**src/logic/ildr_pkg.sv**
```systemverilog
// Purpose: constants for the input loop divider and receiver configuration block
// Assumes: byte-wide registers behind the serial control port, soft reset defaults
// Notes: every offset, single-bit position, register reset value and divider or current width is named here once
`default_nettype none

package ildr_pkg;
	localparam int ADDR_W = 12;
	localparam int DIV_W = 10;
	localparam int TEST_DIV_W = 6;
	localparam int CUR_W = 7;

	localparam logic [11:0] OFS_SECOND_LOW = 12'h012;
	localparam logic [11:0] OFS_SECOND_HIGH = 12'h013;
	localparam logic [11:0] OFS_TEST_DIV = 12'h014;
	localparam logic [11:0] OFS_RESERVED = 12'h015;
	localparam logic [11:0] OFS_FEEDBACK_LOW = 12'h016;
	localparam logic [11:0] OFS_FEEDBACK_HIGH = 12'h017;
	localparam logic [11:0] OFS_PUMP_CURRENT = 12'h018;
	localparam logic [11:0] OFS_PUMP_MODE = 12'h019;
	localparam logic [11:0] OFS_RX_CONTROL = 12'h01A;
	localparam logic [11:0] OFS_INDEP_CONTROL = 12'h01C;

	localparam logic [7:0] HIGH_BITS_MASK = 8'h03;
	localparam logic [7:0] TEST_DIV_MASK = 8'h3F;
	localparam logic [7:0] PUMP_MODE_MASK = 8'h1F;
	localparam logic [7:0] INDEP_MASK = 8'h80;

	localparam logic [7:0] RST_SECOND_LOW = 8'h00;
	localparam logic [7:0] RST_SECOND_HIGH = 8'h00;
	localparam logic [7:0] RST_TEST_DIV = 8'h00;
	localparam logic [7:0] RST_FEEDBACK_LOW = 8'h00;
	localparam logic [7:0] RST_FEEDBACK_HIGH = 8'h00;
	localparam logic [7:0] RST_PUMP_CURRENT = 8'h00;
	localparam logic [7:0] RST_PUMP_MODE = 8'h0B;
	localparam logic [7:0] RST_RX_CONTROL = 8'h00;
	localparam logic [7:0] RST_INDEP_CONTROL = 8'h00;

	localparam int BIT_PUMP_HIGHZ = 7;
	localparam int BIT_ABL_MANUAL = 4;
	localparam int BIT_ABL_LSB = 2;
	localparam int BIT_INDEP = 7;
	localparam int BIT_TEST_RX_EN = 7;
	localparam int BIT_SECOND_DIFF = 6;
	localparam int BIT_FIRST_DIFF = 5;
	localparam int BIT_SECOND_EN = 4;
	localparam int BIT_FIRST_EN = 3;
	localparam int BIT_PD_CTRL = 2;
	localparam int BIT_OSC_NEG = 1;
	localparam int BIT_OSC_DIFF = 0;

	typedef enum logic [1:0] {
		PUMP_TRISTATE = 2'b00,
		PUMP_UP = 2'b01,
		PUMP_DOWN = 2'b10,
		PUMP_NORMAL = 2'b11
	} ildr_pump_e;

	typedef enum logic [1:0] {
		ABL_MINIMUM = 2'b00,
		ABL_LOW = 2'b01,
		ABL_HIGH = 2'b10,
		ABL_MAXIMUM = 2'b11
	} ildr_abl_e;
endpackage

`default_nettype wire

```
**src/logic/ildr_sync.sv**
```systemverilog
// Purpose: bring an outside clock pin into clk and flag its rising edges
// Assumes: pin toggles slower than half of clk
// Notes: first stage feeds only the second stage
`default_nettype none

module ildr_sync (
	// clock and reset
	input wire logic clk,
	input wire logic resetn,
	// pin and edge
	input wire logic pinIn,
	output logic riseOut
);
	logic meta_r;
	logic stable_r;
	logic last_r;

	always_ff @(posedge clk or negedge resetn) begin
		if (!resetn) begin
			meta_r <= 1'b0;
			stable_r <= 1'b0;
			last_r <= 1'b0;
		end else begin
			meta_r <= pinIn;
			stable_r <= meta_r;
			last_r <= stable_r;
		end
	end

	assign riseOut = stable_r & ~last_r;
endmodule

`default_nettype wire

```
**src/logic/ildr_divider.sv**
```systemverilog
// Purpose: programmable edge divider, one pulse per divisor edges
// Assumes: edge strobe is a one-cycle pulse on clk
// Notes: divisor codes zero and one both give divide-by-one
`default_nettype none

module ildr_divider #(
	parameter int WIDTH = 10
) (
	// clock and reset
	input wire logic clk,
	input wire logic resetn,
	input wire logic softReset,
	// control
	input wire logic [WIDTH-1:0] divisor,
	input wire logic edgeIn,
	// result
	output logic pulseOut
);
	logic [WIDTH-1:0] count_r;
	logic [WIDTH-1:0] count_nxt;
	logic pulse_nxt;
	logic [WIDTH-1:0] lastCount;

	// terminal index; divisor zero folds onto one
	assign lastCount = (divisor == '0) ? '0 : divisor - WIDTH'(1);

	always_comb begin
		count_nxt = count_r;
		pulse_nxt = 1'b0;
		if (edgeIn) begin
			if (count_r >= lastCount) begin
				// terminal test reads the live setting, so a new divisor acts on the running count at once
				count_nxt = '0;
				pulse_nxt = 1'b1;
			end else begin
				count_nxt = count_r + WIDTH'(1);
			end
		end
	end

	always_ff @(posedge clk or negedge resetn) begin
		if (!resetn) begin
			count_r <= '0;
			pulseOut <= 1'b0;
		end else if (softReset) begin
			count_r <= '0;
			pulseOut <= 1'b0;
		end else begin
			count_r <= count_nxt;
			pulseOut <= pulse_nxt;
		end
	end
endmodule

`default_nettype wire

```
**src/logic/ildr_top.sv**
```systemverilog
// Purpose: input loop divider and receiver configuration registers
// Assumes: register port driven by the serial control port logic on clk
// Notes: divider clocks arrive as pins and are sampled; reads answer one cycle later
`default_nettype none

module ildr_top (
	// clock and reset
	input wire logic clk,
	input wire logic resetn,
	input wire logic softReset,
	// register port from the serial control port
	input wire logic [ildr_pkg::ADDR_W-1:0] regAddr,
	input wire logic regWrite,
	input wire logic [7:0] regWrData,
	input wire logic regRead,
	output logic [7:0] regRdData,
	output logic regRdValid,
	// first reference divisor setting held elsewhere
	input wire logic [ildr_pkg::DIV_W-1:0] firstRefDivisor,
	// clock pins to divide
	input wire logic secondRefClk,
	input wire logic testRefClk,
	input wire logic feedbackClk,
	// divided pulses
	output logic secondRefPulse,
	output logic testRefPulse,
	output logic feedbackPulse,
	// charge pump controls
	output logic pumpHighZ,
	output logic [ildr_pkg::CUR_W-1:0] pumpCurrent,
	output logic [1:0] pumpMode,
	output logic ablAuto,
	output logic [1:0] ablWidth,
	// receiver controls
	output logic testRxEnable,
	output logic secondRxEnable,
	output logic firstRxEnable,
	output logic secondRxDiff,
	output logic firstRxDiff,
	output logic oscRxDiff,
	output logic oscRxNegLeg
);
	logic [7:0] secondLow_r;
	logic [7:0] secondHigh_r;
	logic [7:0] testDiv_r;
	logic [7:0] feedbackLow_r;
	logic [7:0] feedbackHigh_r;
	logic [7:0] pumpCurrent_r;
	logic [7:0] pumpMode_r;
	logic [7:0] rxControl_r;
	logic [7:0] indepControl_r;
	logic [7:0] readMux;
	logic [ildr_pkg::DIV_W-1:0] secondDivisor;
	logic [ildr_pkg::DIV_W-1:0] feedbackDivisor;
	logic secondRise;
	logic testRise;
	logic feedbackRise;
	logic secondPulseRaw;
	logic testPulseRaw;
	logic feedbackPulseRaw;

	function automatic logic hit(input logic [ildr_pkg::ADDR_W-1:0] ofs);
		hit = regWrite && (regAddr == ofs);
	endfunction

	// register writes, reserved bits masked off so they store nothing
	always_ff @(posedge clk or negedge resetn) begin
		if (!resetn) begin
			secondLow_r <= ildr_pkg::RST_SECOND_LOW;
			secondHigh_r <= ildr_pkg::RST_SECOND_HIGH;
		end else if (softReset) begin
			secondLow_r <= ildr_pkg::RST_SECOND_LOW;
			secondHigh_r <= ildr_pkg::RST_SECOND_HIGH;
		end else begin
			if (hit(ildr_pkg::OFS_SECOND_LOW)) begin
				secondLow_r <= regWrData;
			end
			if (hit(ildr_pkg::OFS_SECOND_HIGH)) begin
				secondHigh_r <= regWrData & ildr_pkg::HIGH_BITS_MASK;
			end
		end
	end

	always_ff @(posedge clk or negedge resetn) begin
		if (!resetn) begin
			testDiv_r <= ildr_pkg::RST_TEST_DIV;
		end else if (softReset) begin
			testDiv_r <= ildr_pkg::RST_TEST_DIV;
		end else if (hit(ildr_pkg::OFS_TEST_DIV)) begin
			testDiv_r <= regWrData & ildr_pkg::TEST_DIV_MASK;
		end
	end

	always_ff @(posedge clk or negedge resetn) begin
		if (!resetn) begin
			feedbackLow_r <= ildr_pkg::RST_FEEDBACK_LOW;
			feedbackHigh_r <= ildr_pkg::RST_FEEDBACK_HIGH;
		end else if (softReset) begin
			feedbackLow_r <= ildr_pkg::RST_FEEDBACK_LOW;
			feedbackHigh_r <= ildr_pkg::RST_FEEDBACK_HIGH;
		end else begin
			if (hit(ildr_pkg::OFS_FEEDBACK_LOW)) begin
				feedbackLow_r <= regWrData;
			end
			if (hit(ildr_pkg::OFS_FEEDBACK_HIGH)) begin
				feedbackHigh_r <= regWrData & ildr_pkg::HIGH_BITS_MASK;
			end
		end
	end

	always_ff @(posedge clk or negedge resetn) begin
		if (!resetn) begin
			pumpCurrent_r <= ildr_pkg::RST_PUMP_CURRENT;
			pumpMode_r <= ildr_pkg::RST_PUMP_MODE;
		end else if (softReset) begin
			pumpCurrent_r <= ildr_pkg::RST_PUMP_CURRENT;
			pumpMode_r <= ildr_pkg::RST_PUMP_MODE;
		end else begin
			if (hit(ildr_pkg::OFS_PUMP_CURRENT)) begin
				pumpCurrent_r <= regWrData;
			end
			if (hit(ildr_pkg::OFS_PUMP_MODE)) begin
				pumpMode_r <= regWrData & ildr_pkg::PUMP_MODE_MASK;
			end
		end
	end

	always_ff @(posedge clk or negedge resetn) begin
		if (!resetn) begin
			rxControl_r <= ildr_pkg::RST_RX_CONTROL;
			indepControl_r <= ildr_pkg::RST_INDEP_CONTROL;
		end else if (softReset) begin
			rxControl_r <= ildr_pkg::RST_RX_CONTROL;
			indepControl_r <= ildr_pkg::RST_INDEP_CONTROL;
		end else begin
			if (hit(ildr_pkg::OFS_RX_CONTROL)) begin
				rxControl_r <= regWrData;
			end
			// only the independence bit of this register belongs here
			if (hit(ildr_pkg::OFS_INDEP_CONTROL)) begin
				indepControl_r <= regWrData & ildr_pkg::INDEP_MASK;
			end
		end
	end

	// readback; reserved register and unknown offsets read zero
	always_comb begin
		readMux = 8'h00;
		case (regAddr)
			ildr_pkg::OFS_SECOND_LOW: readMux = secondLow_r;
			ildr_pkg::OFS_SECOND_HIGH: readMux = secondHigh_r;
			ildr_pkg::OFS_TEST_DIV: readMux = testDiv_r;
			ildr_pkg::OFS_RESERVED: readMux = 8'h00;
			ildr_pkg::OFS_FEEDBACK_LOW: readMux = feedbackLow_r;
			ildr_pkg::OFS_FEEDBACK_HIGH: readMux = feedbackHigh_r;
			ildr_pkg::OFS_PUMP_CURRENT: readMux = pumpCurrent_r;
			ildr_pkg::OFS_PUMP_MODE: readMux = pumpMode_r;
			ildr_pkg::OFS_RX_CONTROL: readMux = rxControl_r;
			ildr_pkg::OFS_INDEP_CONTROL: readMux = indepControl_r;
			default: readMux = 8'h00;
		endcase
	end

	always_ff @(posedge clk or negedge resetn) begin
		if (!resetn) begin
			regRdData <= 8'h00;
			regRdValid <= 1'b0;
		end else begin
			regRdValid <= regRead;
			if (regRead) begin
				regRdData <= readMux;
			end
		end
	end

	// divisor selection
	assign secondDivisor = indepControl_r[ildr_pkg::BIT_INDEP]
		? {secondHigh_r[1:0], secondLow_r}
		: firstRefDivisor;
	assign feedbackDivisor = {feedbackHigh_r[1:0], feedbackLow_r};

	ildr_sync u_sync_second (
		.clk(clk),
		.resetn(resetn),
		.pinIn(secondRefClk),
		.riseOut(secondRise)
	);

	ildr_sync u_sync_test (
		.clk(clk),
		.resetn(resetn),
		.pinIn(testRefClk),
		.riseOut(testRise)
	);

	ildr_sync u_sync_feedback (
		.clk(clk),
		.resetn(resetn),
		.pinIn(feedbackClk),
		.riseOut(feedbackRise)
	);

	ildr_divider #(.WIDTH(ildr_pkg::DIV_W)) u_div_second (
		.clk(clk),
		.resetn(resetn),
		.softReset(softReset),
		.divisor(secondDivisor),
		.edgeIn(secondRise),
		.pulseOut(secondPulseRaw)
	);

	ildr_divider #(.WIDTH(ildr_pkg::TEST_DIV_W)) u_div_test (
		.clk(clk),
		.resetn(resetn),
		.softReset(softReset),
		.divisor(testDiv_r[ildr_pkg::TEST_DIV_W-1:0]),
		.edgeIn(testRise),
		.pulseOut(testPulseRaw)
	);

	ildr_divider #(.WIDTH(ildr_pkg::DIV_W)) u_div_feedback (
		.clk(clk),
		.resetn(resetn),
		.softReset(softReset),
		.divisor(feedbackDivisor),
		.edgeIn(feedbackRise),
		.pulseOut(feedbackPulseRaw)
	);

	// divided pulses leave through a flop so every output is registered
	always_ff @(posedge clk or negedge resetn) begin
		if (!resetn) begin
			secondRefPulse <= 1'b0;
			testRefPulse <= 1'b0;
			feedbackPulse <= 1'b0;
		end else begin
			secondRefPulse <= secondPulseRaw;
			testRefPulse <= testPulseRaw;
			feedbackPulse <= feedbackPulseRaw;
		end
	end

	// charge pump controls
	always_ff @(posedge clk or negedge resetn) begin
		if (!resetn) begin
			pumpHighZ <= 1'b0;
			pumpCurrent <= '0;
			pumpMode <= ildr_pkg::PUMP_NORMAL;
			ablAuto <= 1'b1;
			ablWidth <= ildr_pkg::ABL_HIGH;
		end else begin
			// high impedance bit drives pumpHighZ alone; pumpMode still follows the mode field, including pump up or down
			pumpHighZ <= pumpCurrent_r[ildr_pkg::BIT_PUMP_HIGHZ];
			pumpCurrent <= pumpCurrent_r[ildr_pkg::CUR_W-1:0];
			pumpMode <= pumpMode_r[1:0];
			ablAuto <= ~pumpMode_r[ildr_pkg::BIT_ABL_MANUAL];
			ablWidth <= pumpMode_r[ildr_pkg::BIT_ABL_LSB+1:ildr_pkg::BIT_ABL_LSB];
		end
	end

	// receiver controls
	always_ff @(posedge clk or negedge resetn) begin
		if (!resetn) begin
			testRxEnable <= 1'b0;
			secondRxEnable <= 1'b1;
			firstRxEnable <= 1'b1;
			secondRxDiff <= 1'b0;
			firstRxDiff <= 1'b0;
			oscRxDiff <= 1'b0;
			oscRxNegLeg <= 1'b0;
		end else begin
			testRxEnable <= rxControl_r[ildr_pkg::BIT_TEST_RX_EN];
			secondRxDiff <= rxControl_r[ildr_pkg::BIT_SECOND_DIFF];
			firstRxDiff <= rxControl_r[ildr_pkg::BIT_FIRST_DIFF];
			secondRxEnable <= ~rxControl_r[ildr_pkg::BIT_PD_CTRL]
				| rxControl_r[ildr_pkg::BIT_SECOND_EN];
			firstRxEnable <= ~rxControl_r[ildr_pkg::BIT_PD_CTRL]
				| rxControl_r[ildr_pkg::BIT_FIRST_EN];
			oscRxDiff <= rxControl_r[ildr_pkg::BIT_OSC_DIFF];
			// leg choice only meaningful single-ended
			oscRxNegLeg <= ~rxControl_r[ildr_pkg::BIT_OSC_DIFF] & rxControl_r[ildr_pkg::BIT_OSC_NEG];
		end
	end
endmodule

`default_nettype wire

```
**config.mk**
```make
export PLATFORM = sky130hd
export DESIGN_NAME = ildr_top
export DESIGN_NICKNAME = d
export VERILOG_FILES = /design/src/logic/ildr_pkg.sv /design/src/logic/ildr_sync.sv /design/src/logic/ildr_divider.sv /design/src/logic/ildr_top.sv
export SDC_FILE = /design/constraint.sdc
export NUM_CORES = 1
export LEC_CHECK = 0
export ABC_AREA = 0
export ABC_CLOCK_PERIOD_IN_PS = 4300
export BUFFER_PORTS_ARGS = -buffer_cell sky130_fd_sc_hd__buf_2
export CORE_ASPECT_RATIO = 1.1
export CORE_MARGIN = 2
export CORE_UTILIZATION = 40
export CTS_BUF_LIST = sky130_fd_sc_hd__clkbuf_4
export CTS_CLUSTER_SIZE = 20
export DETAILED_ROUTE_END_ITERATION = 8
export PLACE_DENSITY = 0.69
export SLEW_MARGIN = 20
export SYNTH_ARGS = -nofsm -noshare
export SYNTH_HDL_FRONTEND = slang
export SYNTH_SLANG_ARGS = --single-unit
```
**constraint.sdc**
```tcl
create_clock -name clk -period 4.3 [get_ports clk]
set_input_delay 0.645 -clock clk [delete_from_list [all_inputs] [get_ports clk]]
set_output_delay 0.645 -clock clk [all_outputs]
set_load 0.005 [all_outputs]
```
==> run metrics <==
FILL cells 1549; Post-synth EDFFs 0; peak supply drop 130 uV; Setup crit start kind register; via count 5359; clk root buf clkbuf_4; Synthesized Nets 758; total gr overflow 0; total CTS buffers 17; crit path cell chain buf_4, mux2i_1, ha_1, o211a_1, nand4b_1, and2_1, ha_1, nand2b_1, a211oi_1, o2bb2ai_1, a21oi_1, a32o_1; ys flop type dfrtp_1; crit path kind reg -> reg; largest family of logic cells by synthesized area simple AND/OR/NAND/NOR gates; number of port buffers 69; cell mode on critical path ha_1; clk_lat worst skew 0.55 ns; final instance area 0.00746 mm^2; core area 0.0164 mm^2; FF+latch count, synth 118; area of the multi-input gates 0.00349 mm^2; post-synthesis compound-gate area fraction 0.124; Total GRT Usage 0.188; drt pass-1 iters 5; Slew HR 0.394; FF+latch area 0.00296 mm^2; IO Count 70; post-synthesis mux area share 0.0843; PD cells 278 mW/mm^2; CTS sink cnt 118; initial antenna violation count 3; Highest Clock Rate 271 MHz; TritonCTS clock tree built; Vias per Instance 5.55; RSZ-0062 raised after global routing no; drt drc 0; Starting Density 0.408; HP Class in -> async; Req. time, crit path 4.75 ns; post-route ant nets 0; critical path depth 12; Max clock buf depth 2; switching pwr 0.555 mW; Max Cap Viol 0; Synthesis Warnings 0; die height 140 um; register area share after synthesis 0.444; synth unique cells 66; DP HPWL 11.1 mm; Die ar. 0.0177 mm^2; post-cts repair resize count 0; Wirelength per Cell 16.3 um; overall die width 127 um; Seq pwr share 0.542; Setup Skew 0.0153 ns; Async SR Flop Fraction 1.00; Reg clk slew, reported paths 0.11 ns; WP buf/inv 1; Critical Path AT 4.14 ns; Synth Area in XOR/XNOR 0.0236; fraction of power spent switching nets 0.268; DP Area 0.00718 mm^2; vias in the first global route 5191; status completed; combinational share of power 0.074; final setup violation count 0; Rows 49; mapped cell area 0.00668 mm^2; Clock power frac 0.384; hold_buf cts 0; post-CTS setup buffer count 0; CP Max Fanout 12; Setup crit end kind register; Internal 1.52 mW; WL final 15.8 mm; Final #Nets 817; layout cells sized above 1 0.187; Mapped Cells 686; count of pins over their slew limit 0; Synth-to-Final Area Change 11.7%; Adder-Cell Fraction of Synth Area 0.0637; Mapped Avg Cell Area 9.74 um^2; R2R cell count 12; largest net degree at the start of global routing 71; CP peak stage delay 0.67 ns; Top delay family on crit path compound AO/OA/AOI/OAI gates; Post-Synth Simple-Gate Area 0.226; crit path time final 3.69 ns; Slew @ Worst Pin 0.910 ns; period utilization 0.858; Starting DRT DRC Count 413; H-tree depth 4; gp weighted congestion 0.898; CP max stage cell o2bb2ai_1; Fin. Hold Viols 0; first-pass GRT wire length 26.6 mm; sum of negative setup slack 0 ns; LEAKAGE 3.51 nW
## worst paths after layout
kind / slack, ns / endpoint / start
max: 0.61 / u_div_second.count_r[9] / indepControl_r[7]
min: 0.20 / u_sync_feedback.meta_r / resetn
max reg2reg: 0.61 / u_div_second.count_r[9] / indepControl_r[7]
min reg2reg: 0.35 / secondRefPulse / u_div_second.pulseOut
max in group asynchronous: 3.12 / pumpMode[0] / resetn
min in group clk: 0.20 / u_sync_second.meta_r / secondRefClk
## through the flow
step                      hold WS, ns  power (mW)   util  setup slack (ns)  std cells
final                           0.197        2.07  0.456             0.612        965
after global routing            0.131        2.18  0.455             0.299        963
after CTS                       0.151        2.10  0.455             0.590        962
after detailed placement        0.336        1.30  0.438             0.589        930
after global placement          0.335        1.30  0.438             0.647        930
after floorplan                 0.331        1.22      -              1.06        686
## power by group through the flow
stage | combinational, mW | sequential, mW | clock [mW]
2_1_floorplan | 0.0798 | 1.14 | 0
3_3_place_gp | 0.154 | 1.15 | 0
3_5_place_dp | 0.155 | 1.15 | 0
4_1_cts | 0.155 | 1.12 | 0.823
5_1_grt | 0.170 | 1.13 | 0.884
6_report | 0.153 | 1.12 | 0.796
## worst reg2reg max path: cells and delay by family, from the launching register on
kind / cells / cell delay, ns
compound gates: 5 / 1.38
fa+ha+maj: 2 / 0.47
buf+inv: 1 / 0.26
flops: 1 / 0.59
mux: 1 / 0.27
simple gates: 3 / 0.65
## kinds of logic after synthesis
logic type | count (synthesis)
DFF | 118
adders and majority gates | 34
AOI/OAI and AO/OA | 118
and+or+nand+nor | 291
xor gates and xnor gates | 18
buffers and inverters | 53
muxes | 54
## cells in the final DEF, fill, tap and decap left out, types with 9 or more instances in the layout
| cell | n |
|---|---|
| nor2b_1 | 14 |
| dfrtp_1 | 109 |
| a221oi_1 | 11 |
| xor2_1 | 11 |
| ha_1 | 34 |
| o211ai_1 | 12 |
| mux2i_1 | 45 |
| and3_1 | 10 |
| o21ai_0 | 10 |
| a21oi_1 | 36 |
| nand2_1 | 92 |
| or4_1 | 11 |
| clkbuf_4 | 19 |
| nor2_1 | 56 |
| nand2b_1 | 14 |
| nor3_1 | 16 |
| inv_1 | 16 |
| dfstp_2 | 9 |
| buf_2 | 68 |
| buf_4 | 9 |
| nand3_1 | 29 |
| nand4_1 | 9 |
## state kept, by name, summed over array words and instances (netlist names), 5 cells and up
signal	cells
regRdData	8
pumpCurrent	7
testDiv_r	6
u_div_second.count_r	10
pumpMode_r	5
secondLow_r	8
feedbackLow_r	8
u_div_test.count_r	6
pumpCurrent_r	8
rxControl_r	8
u_div_feedback.count_r	10
## cell usage after synthesis (5+ instances only)
master,n,area share
a21oi_1,36,0.027
a221oi_1,11,0.014
a22o_1,6,0.0079
a31oi_1,5,0.0047
and3_1,10,0.0094
buf_2,7,0.0052
clkbuf_1,23,0.013
dfrtp_1,109,0.41
dfstp_2,9,0.035
ha_1,34,0.064
inv_1,16,0.0090
mux2_2,8,0.013
mux2i_1,45,0.067
nand2_1,92,0.052
nand2b_1,14,0.013
nand3_1,29,0.022
nand4_1,9,0.0084
nor2_1,56,0.031
nor2b_1,14,0.013
nor3_1,16,0.012
nor3b_1,5,0.0056
nor4_1,7,0.0066
o211ai_1,12,0.013
o21ai_0,10,0.0075
or4_1,11,0.012
xnor2_1,7,0.0092
xor2_1,11,0.014
## layout make-up
class,instances,area share
diodes,3,0.00101
clock buffers,19,0.0191
clock inverters,13,0.0179
inverters,16,0.00805
multi-input cells,515,0.468
flip-flops and latches,118,0.397
well taps,204,0.0342
repair buffers,77,0.0547
## per-layer routing
layer,part of all wire,vias up,track usage
met5,0,-,0
met4,0.013,0,0.0706
met3,0.048,19,0.0481
met2,0.49,112,0.296
met1,0.45,2608,0.250
li1,-,2620,-
No activity file was read; power rests on OpenSTA's default activity.
